`config.mk`:
```
export PLATFORM = sky130hd
export DESIGN_NAME = pled_phy_led_control
export DESIGN_NICKNAME = d
export VERILOG_FILES = /design/src/pled_phy_led_control.v
export VERILOG_INCLUDE_DIRS = /design/src
export SDC_FILE = /design/constraint.sdc
export NUM_CORES = 1
export LEC_CHECK = 0
export BUFFER_PORTS_ARGS = -buffer_cell sky130_fd_sc_hd__buf_2
export CAP_MARGIN = 40
export CORE_ASPECT_RATIO = 1.5
export CORE_UTILIZATION = 60
export CTS_CLUSTER_SIZE = 8
export DETAILED_ROUTE_END_ITERATION = 8
export GPL_ROUTABILITY_DRIVEN = 0
export PLACE_DENSITY_LB_ADDON = 0.3
export SETUP_SLACK_MARGIN = 0.02
export SYNTH_ARGS = -nofsm -noshare
export SYNTH_HDL_FRONTEND = slang
export SYNTH_SLANG_ARGS = --single-unit
export TNS_END_PERCENT = 30
```
`constraint.sdc`:
```
create_clock -name sys_clk -period 7.8 [get_ports sys_clk]
set_clock_uncertainty 0.05 [all_clocks]
set_input_delay 2.34 -clock sys_clk [delete_from_list [all_inputs] [get_ports sys_clk]]
set_output_delay 2.34 -clock sys_clk [all_outputs]
set_load 0.02 [all_outputs]
```
`src/pled_defines.vh`:
```
/*
 * constants for the led indicator control block: register fields, reset
 * value, mode encodings and stretch/blink timing.
 * assumes a 100 mhz system clock.
 */
`ifndef PLED_DEFINES_VH
`define PLED_DEFINES_VH

// ----------------------------------------------------------------------
// register layout
// ----------------------------------------------------------------------
`define PLED_RESET_VAL 16'h3422
`define PLED_RSV_HI_MSB 15
`define PLED_RSV_HI_LSB 14
`define PLED_RSV_ONE_MSB 13
`define PLED_RSV_ONE_LSB 12
`define PLED_FIRST_MSB 11
`define PLED_FIRST_LSB 8
`define PLED_SECOND_MSB 7
`define PLED_SECOND_LSB 4
`define PLED_TSEL_MSB 3
`define PLED_TSEL_LSB 2
`define PLED_STR_EN_BIT 1

// ----------------------------------------------------------------------
// led modes
// ----------------------------------------------------------------------
`define PLED_M_TX 4'h1
`define PLED_M_RX 4'h2
`define PLED_M_COL 4'h3
`define PLED_M_LINK 4'h4
`define PLED_M_DPX 4'h5
`define PLED_M_TXRX 4'h7
`define PLED_M_ON 4'h8
`define PLED_M_OFF 4'h9
`define PLED_M_FAST 4'ha
`define PLED_M_SLOW 4'hb
`define PLED_M_LINK_RX 4'hc
`define PLED_M_LINK_TXRX 4'hd
`define PLED_M_DPX_COL 4'he

// ----------------------------------------------------------------------
// timing
// ----------------------------------------------------------------------
`define PLED_CLK_HZ 100000000
`define PLED_NORMAL_STRETCH_MS 40
`define PLED_MEDIUM_STRETCH_MS 70
`define PLED_LONG_STRETCH_MS 140
`define PLED_CYC_PER_MS (`PLED_CLK_HZ / 1000)
`define PLED_NORMAL_CYC (`PLED_NORMAL_STRETCH_MS * `PLED_CYC_PER_MS)
`define PLED_MEDIUM_CYC (`PLED_MEDIUM_STRETCH_MS * `PLED_CYC_PER_MS)
`define PLED_LONG_CYC (`PLED_LONG_STRETCH_MS * `PLED_CYC_PER_MS)
`define PLED_FAST_HALF_MS 100
`define PLED_SLOW_HALF_MS 500
`define PLED_FAST_HALF_CYC (`PLED_FAST_HALF_MS * `PLED_CYC_PER_MS)
`define PLED_SLOW_HALF_CYC (`PLED_SLOW_HALF_MS * `PLED_CYC_PER_MS)

`endif

```
`src/pled_phy_led_control.v`:
```
/*
 * led indicator control: holds the 16-bit led control register and drives
 * two led pins showing link, duplex, activity, fixed or blinking states.
 * assumes the phy management logic supplies wr_en/wr_data, phy status
 * inputs come from sys_clk logic, and led pins are open bidirectional
 * pads sensed once after reset to learn led polarity.
 */
`include "pled_defines.vh"
// Function
// - three stretch durations: normal 40 ms, medium 70 ms, long 140 ms
// - first led field 0111 shows transmit or receive activity, stretched
// - field 0101 shows duplex mode, lit for full duplex
// - field 0100 shows link status, lit while link is up
// - field 0011 shows collision events, stretched
// - field 0010 shows receive activity, stretched
// - second field 1100 shows link, blinks on receive, always stretched
// - sense each led pin polarity at reset, drive matching polarity after
module pled_phy_led_control #(
    parameter NORMAL_CYC = `PLED_NORMAL_CYC,
    parameter MEDIUM_CYC = `PLED_MEDIUM_CYC,
    parameter LONG_CYC = `PLED_LONG_CYC,
    parameter FAST_HALF_CYC = `PLED_FAST_HALF_CYC,
    parameter SLOW_HALF_CYC = `PLED_SLOW_HALF_CYC
) (
    input wire sys_clk,
    input wire srst,
    input wire clk_en,
    input wire wr_en,
    input wire [15:0] wr_data,
    output reg [15:0] led_indicator_control,
    input wire link_up,
    input wire full_duplex,
    input wire tx_event,
    input wire rx_event,
    input wire col_event,
    input wire first_led_pin_in,
    output reg first_led_pin_out,
    output reg first_led_pin_oe,
    input wire second_led_pin_in,
    output reg second_led_pin_out,
    output reg second_led_pin_oe
);

    // ------------------------------------------------------------------
    // register
    // ------------------------------------------------------------------
    // reserved bits are stored as written; software keeps 00 and 11 there
    always @(posedge sys_clk)
    begin
        if (srst)
            led_indicator_control <= `PLED_RESET_VAL;
        else if (clk_en && wr_en)
            led_indicator_control <= wr_data;
    end

    wire [3:0] first_led_config = led_indicator_control[`PLED_FIRST_MSB:`PLED_FIRST_LSB];
    wire [3:0] second_led_config = led_indicator_control[`PLED_SECOND_MSB:`PLED_SECOND_LSB];
    wire [1:0] stretch_time_select = led_indicator_control[`PLED_TSEL_MSB:`PLED_TSEL_LSB];
    wire stretch_enable = led_indicator_control[`PLED_STR_EN_BIT];

    // ------------------------------------------------------------------
    // polarity sensing
    // ------------------------------------------------------------------
    // pins released for a few cycles after reset; the idle pull level tells
    // whether the led sits to ground (pin sources) or to supply (pin sinks)
    reg [2:0] sync_a_r;
    reg [2:0] sync_b_r;
    reg [3:0] sense_cnt_r;
    reg sensed_r;
    reg act_high_a_r;
    reg act_high_b_r;

    always @(posedge sys_clk)
    begin
        if (srst)
        begin
            sync_a_r <= 3'h0;
            sync_b_r <= 3'h0;
            sense_cnt_r <= 4'h0;
            sensed_r <= 1'b0;
            act_high_a_r <= 1'b1;
            act_high_b_r <= 1'b1;
        end
        else if (clk_en)
        begin
            sync_a_r <= {sync_a_r[1:0], first_led_pin_in};
            sync_b_r <= {sync_b_r[1:0], second_led_pin_in};
            if (!sensed_r)
            begin
                sense_cnt_r <= sense_cnt_r + 4'h1;
                // sample only when the last two stages agree
                if (sense_cnt_r == 4'hf && sync_a_r[2] == sync_a_r[1]
                    && sync_b_r[2] == sync_b_r[1])
                begin
                    act_high_a_r <= ~sync_a_r[2];
                    act_high_b_r <= ~sync_b_r[2];
                    sensed_r <= 1'b1;
                end
            end
        end
    end

    // ------------------------------------------------------------------
    // event stretching, one stretcher per led
    // ------------------------------------------------------------------
    reg [31:0] stretch_len;
    always @*
    begin
        case (stretch_time_select)
            2'h1: stretch_len = MEDIUM_CYC;
            2'h2: stretch_len = LONG_CYC;
            default: stretch_len = NORMAL_CYC;
        endcase
    end

    // ------------------------------------------------------------------
    // blink timebases
    // ------------------------------------------------------------------
    reg [31:0] fast_cnt_r;
    reg [31:0] slow_cnt_r;
    reg fast_ph_r;
    reg slow_ph_r;
    always @(posedge sys_clk)
    begin
        if (srst)
        begin
            fast_cnt_r <= 32'h0;
            slow_cnt_r <= 32'h0;
            fast_ph_r <= 1'b0;
            slow_ph_r <= 1'b0;
        end
        else if (clk_en)
        begin
            if (fast_cnt_r >= FAST_HALF_CYC - 1)
            begin
                fast_cnt_r <= 32'h0;
                fast_ph_r <= ~fast_ph_r;
            end
            else
                fast_cnt_r <= fast_cnt_r + 32'h1;
            if (slow_cnt_r >= SLOW_HALF_CYC - 1)
            begin
                slow_cnt_r <= 32'h0;
                slow_ph_r <= ~slow_ph_r;
            end
            else
                slow_cnt_r <= slow_cnt_r + 32'h1;
        end
    end

    wire [7:0] cfgs = {first_led_config, second_led_config};
    wire [1:0] led_lit;

    genvar g;
    generate
        for (g = 0; g < 2; g = g + 1)
        begin : g_led
            wire [3:0] cfg = cfgs[7 - 4 * g -: 4];
            reg ev;
            reg always_str;
            reg lit;
            reg [31:0] cnt_r;
            always @*
            begin
                always_str = 1'b0;
                case (cfg)
                    `PLED_M_TX: ev = tx_event;
                    `PLED_M_RX: ev = rx_event;
                    `PLED_M_COL: ev = col_event;
                    `PLED_M_TXRX: ev = tx_event | rx_event;
                    `PLED_M_LINK_RX:
                    begin
                        ev = rx_event;
                        always_str = 1'b1;
                    end
                    `PLED_M_LINK_TXRX:
                    begin
                        ev = tx_event | rx_event;
                        always_str = 1'b1;
                    end
                    `PLED_M_DPX_COL:
                    begin
                        ev = col_event;
                        always_str = 1'b1;
                    end
                    default: ev = 1'b0;
                endcase
            end
            // counter restarts on every event so bursts stay lit throughout
            always @(posedge sys_clk)
            begin
                if (srst)
                    cnt_r <= 32'h0;
                else if (clk_en)
                begin
                    if (ev)
                        cnt_r <= stretch_len;
                    else if (cnt_r != 32'h0)
                        cnt_r <= cnt_r - 32'h1;
                end
            end
            wire str_on = (stretch_enable | always_str) ? (ev | (cnt_r != 32'h0)) : ev;
            always @*
            begin
                case (cfg)
                    `PLED_M_LINK: lit = link_up;
                    `PLED_M_DPX: lit = full_duplex;
                    `PLED_M_ON: lit = 1'b1;
                    `PLED_M_OFF: lit = 1'b0;
                    `PLED_M_FAST: lit = fast_ph_r;
                    `PLED_M_SLOW: lit = slow_ph_r;
                    // link shown steady, activity blinks it off briefly
                    `PLED_M_LINK_RX: lit = link_up & ~str_on;
                    `PLED_M_LINK_TXRX: lit = link_up & ~str_on;
                    `PLED_M_DPX_COL: lit = full_duplex ^ str_on;
                    `PLED_M_TX, `PLED_M_RX, `PLED_M_COL, `PLED_M_TXRX: lit = str_on;
                    default: lit = 1'b0;
                endcase
            end
            assign led_lit[1 - g] = lit;
        end
    endgenerate

    // ------------------------------------------------------------------
    // pin drive
    // ------------------------------------------------------------------
    always @(posedge sys_clk)
    begin
        if (srst)
        begin
            first_led_pin_out <= 1'b0;
            first_led_pin_oe <= 1'b0;
            second_led_pin_out <= 1'b0;
            second_led_pin_oe <= 1'b0;
        end
        else if (clk_en)
        begin
            first_led_pin_oe <= sensed_r;
            second_led_pin_oe <= sensed_r;
            first_led_pin_out <= ~(led_lit[1] ^ act_high_a_r);
            second_led_pin_out <= ~(led_lit[0] ^ act_high_b_r);
        end
    end

endmodule // pled_phy_led_control

```
==> impl_metrics.yaml <==
floorplan:
  die_width_um: 96.27
  ioPinCount: 47
  rows: 51
  die_h_um: 143.4
  initial_core_util: 0.6144
  core_mm2: 0.01302
  die_area_mm2: 0.01380
final_layout:
  seq_area_mm2: 0.003243
  num_antenna_cells: 0
  nFillCells: 1085
  final_util: 0.6906
  fin_nets: 1090
  drive_above_1_share: 0.09953
  multi_input_area_mm2: 0.004516
  area_growth_pct: 12.41
pwr:
  clockPowerShare: 0.295
  ir_worst_vdd_mv: 0.2648
  p_switching_mw: 1.131
  power_leakage_nw: 3.422
  power.density_mw_per_mm2: 337.1
  pwr-share-seq: 0.351
  netSwitchingFraction: 0.3734
  comb_power_share: 0.354
  internal_power_mw: 1.899
drt:
  vias_per_cell: 6.047
  ant_nets: 0
  vias: 7402
  wl_um: 18810
  wire_per_inst_um: 15.37
  drt_iter0_drc: 378
  firstDrtPassIters: 5
  route.detailed.drc: 0
timing:
  fmax_ghz: 0.2171
  hold_viol_final: 0
  fin_tns_setup_ns: 0
  finalSetupViolCount: 0
  worst_pin_slew_ns: 0.8311
  finalCritPeriodShare: 0.5905
  timing.slew.headroom: 0.4459
  whs_ns: 0.4026
  slew_viol_final: 0
  worst_slack_ns: 3.194
  post-route-min-period_ns: 4.606
  rsz0062_at_grt: "no"
placed_design:
  post-place-ws_ns: 2.748
  io_buffers: 46
  dpl.hpwl_um: 12410
synth:
  ys_ff_latch: 162
  yosys_warnings: 0
  yosysUniqueCellTypes: 58
  synth.cells.most_frequent: "nor2_1 (173), dfxtp_1 (162), nand2_1 (109)"
  seq_area_frac_synth: 0.4055
  yosys.area.top_type_share: 0.4055
  async_flop_share: 0
  yosysTopAreaCell: "dfxtp_1"
  synth_edf_count: 0
  synthCells: 1022
  synth_area_mm2: 0.007998
  synth_top_family_by_area: "simple AND/OR/NAND/NOR gates"
  ys_top_cells_by_area: "dfxtp_1 (41%), nor2_1 (8.1%), xor2_1 (5.1%)"
  yosys.area_share.simple: 0.2955
  synth_fa_ha_area_frac: 0.01721
  synth_most_common_cell: "nor2_1"
  synthXorXnorAreaFrac: 0.08761
  synth_compound_area_frac: 0.1431
  syn-num-nets: 1060
  synth_ff_type: "dfxtp_1"
  avgSynthCellArea_um2: 7.826
  synth_mux_area_frac: 0.01877
setup_path:
  timing.rr.end: "g_led[1].cnt_r[6]"
  rr_worst_depth: 8
  arrival_ns: 4.88
  cp-start-kind: "input port"
  r2r-start: "g_led[1].cnt_r[11]"
  path_max_fanout: 26
  end_kind: "flip-flop"
  crit_type: "input port to flip-flop"
  r2r_setup_slack_ns: 4.45
  critPathRequiredTime_ns: 8.07
global_routing:
  grt_max_degree: 67
  groute.usage.overall: 0.2812
  grt_pass1_wl_um: 30710
  overflow: 0
  antenna_found_initial: 0
  grt_pass1_vias: 6968
clock_tree:
  cts_resized: 0
  htreeDepth: 4
  clock_path_buffers: 2
  clkTransAtPathRegs_ns: 0.06
  numCtsBuffers: 17
  cts_tree: "done"
  clk_latency_ns: 0.43
  cts_root_buf: "clkbuf_16"
  cts_setup_buffers: 0
  holdBufCountCts: 0
  cts_sinks: 162
worst_hold_path:
  hold_start: "led_indicator_control[15]"
  hold_path_end: "led_indicator_control[15]"
  holdPathStages: 2
  hold_class: "flip-flop to flip-flop"
run_status:
  status: "finished, final reports clean"
run:
  drv_cap: 0
-- area by class of cell --
type                       instances  area share
clock buffer                      19     0.04816
inverter                          16    0.006681
clock inverter                    13     0.02185
sequential                       162      0.3608
multi-input combinational        794      0.5023
tap                              159     0.02213
timing repair buffer              61     0.03814
-- through the flow --
stage / cells / power (mW) / area (um2)
2_1_floorplan: 1022 / 1.865 / 7998
5_1_grt: 1224 / 3.199 / 8990
6_report: 1224 / 3.030 / 8990
4_1_cts: 1224 / 3.016 / 8990
3_3_place_gp: 1188 / 2.089 / 8330
3_5_place_dp: 1192 / 2.110 / 8361
-- power groups by stage --
stage	Clock, mW	Combinational, mW	Sequential (mW)
after global placement	0	1.02	1.07
after detailed placement	0	1.04	1.07
after floorplan	0	0.816	1.05
final	0.895	1.07	1.06
after global routing	0.936	1.19	1.08
after CTS	0.905	1.05	1.06
-- logic make-up (layout without fill, tap and decap cells) --
kind of cell	after synthesis	count (layout)
AND/OR/NAND/NOR	493	493
AO/OA/AOI/OAI	195	195
flip-flops	162	162
XOR/XNOR	80	80
buffers and inverters	66	109
multiplexers	15	15
adder cells (fa/ha/maj)	11	11
-- per-layer routing --
metal | track usage | up-vias | share of wire
li1 | - | 3668 | -
met1 | 0.3248 | 3415 | 0.42
met2 | 0.4886 | 262 | 0.49
met3 | 0.05344 | 57 | 0.063
met4 | 0.1351 | 0 | 0.029
met5 | 0 | - | 0
-- placed cells by master (no fill, tap or decap), types with 7 or more instances in the layout --
master,instances
and4_1,9
a21oi_1,74
and3_1,7
or3_1,15
or4_1,8
ha_1,11
nor3b_1,7
dfxtp_1,162
o21ai_0,64
nand3_1,38
xor2_1,47
clkbuf_16,17
buf_4,15
nand2_1,109
xnor2_1,33
buf_2,46
mux2i_1,15
inv_1,15
a22oi_1,7
nor4_1,30
nand4_1,19
nor3_1,41
nor2_1,173
-- sequential cells by signal, summed over array words and instances, names as in the netlist --
name                   flops
led_indicator_control     16
fast_cnt_r                32
sense_cnt_r                4
first_led_pin_out          1
sync_b_r                   3
g_led.cnt_r               64
slow_cnt_r                32
second_led_pin_out         1
sync_a_r                   3
act_high_a_r               1
slow_ph_r                  1
sensed_r                   1
fast_ph_r                  1
second_led_pin_oe          1
act_high_b_r               1
-- worst max-delay path: stages --
cell	delay, ns
buf_2	0.13
or3b_2	0.44
a21oi_1	0.20
or3_1	0.68
o21ai_1	0.37
buf_4	0.28
nor3b_1	0.24
xnor2_1	0.14
nor2_1	0.05
-- worst max-delay path by stage --
stage / start / to / slack (ns) / depth (start not counted)
6_report: rx_event / g_led[1].cnt_r[5] / 3.19 / 9
5_1_grt: rx_event / g_led[1].cnt_r[13] / 2.94 / 9
4_1_cts: rx_event / g_led[1].cnt_r[5] / 3.20 / 9
3_5_place_dp: rx_event / g_led[1].cnt_r[3] / 2.75 / 9
3_3_place_gp: rx_event / g_led[1].cnt_r[3] / 2.73 / 8
2_1_floorplan: col_event / g_led[0].cnt_r[23] / 3.54 / 7
Power figures use the tool's default switching activity.
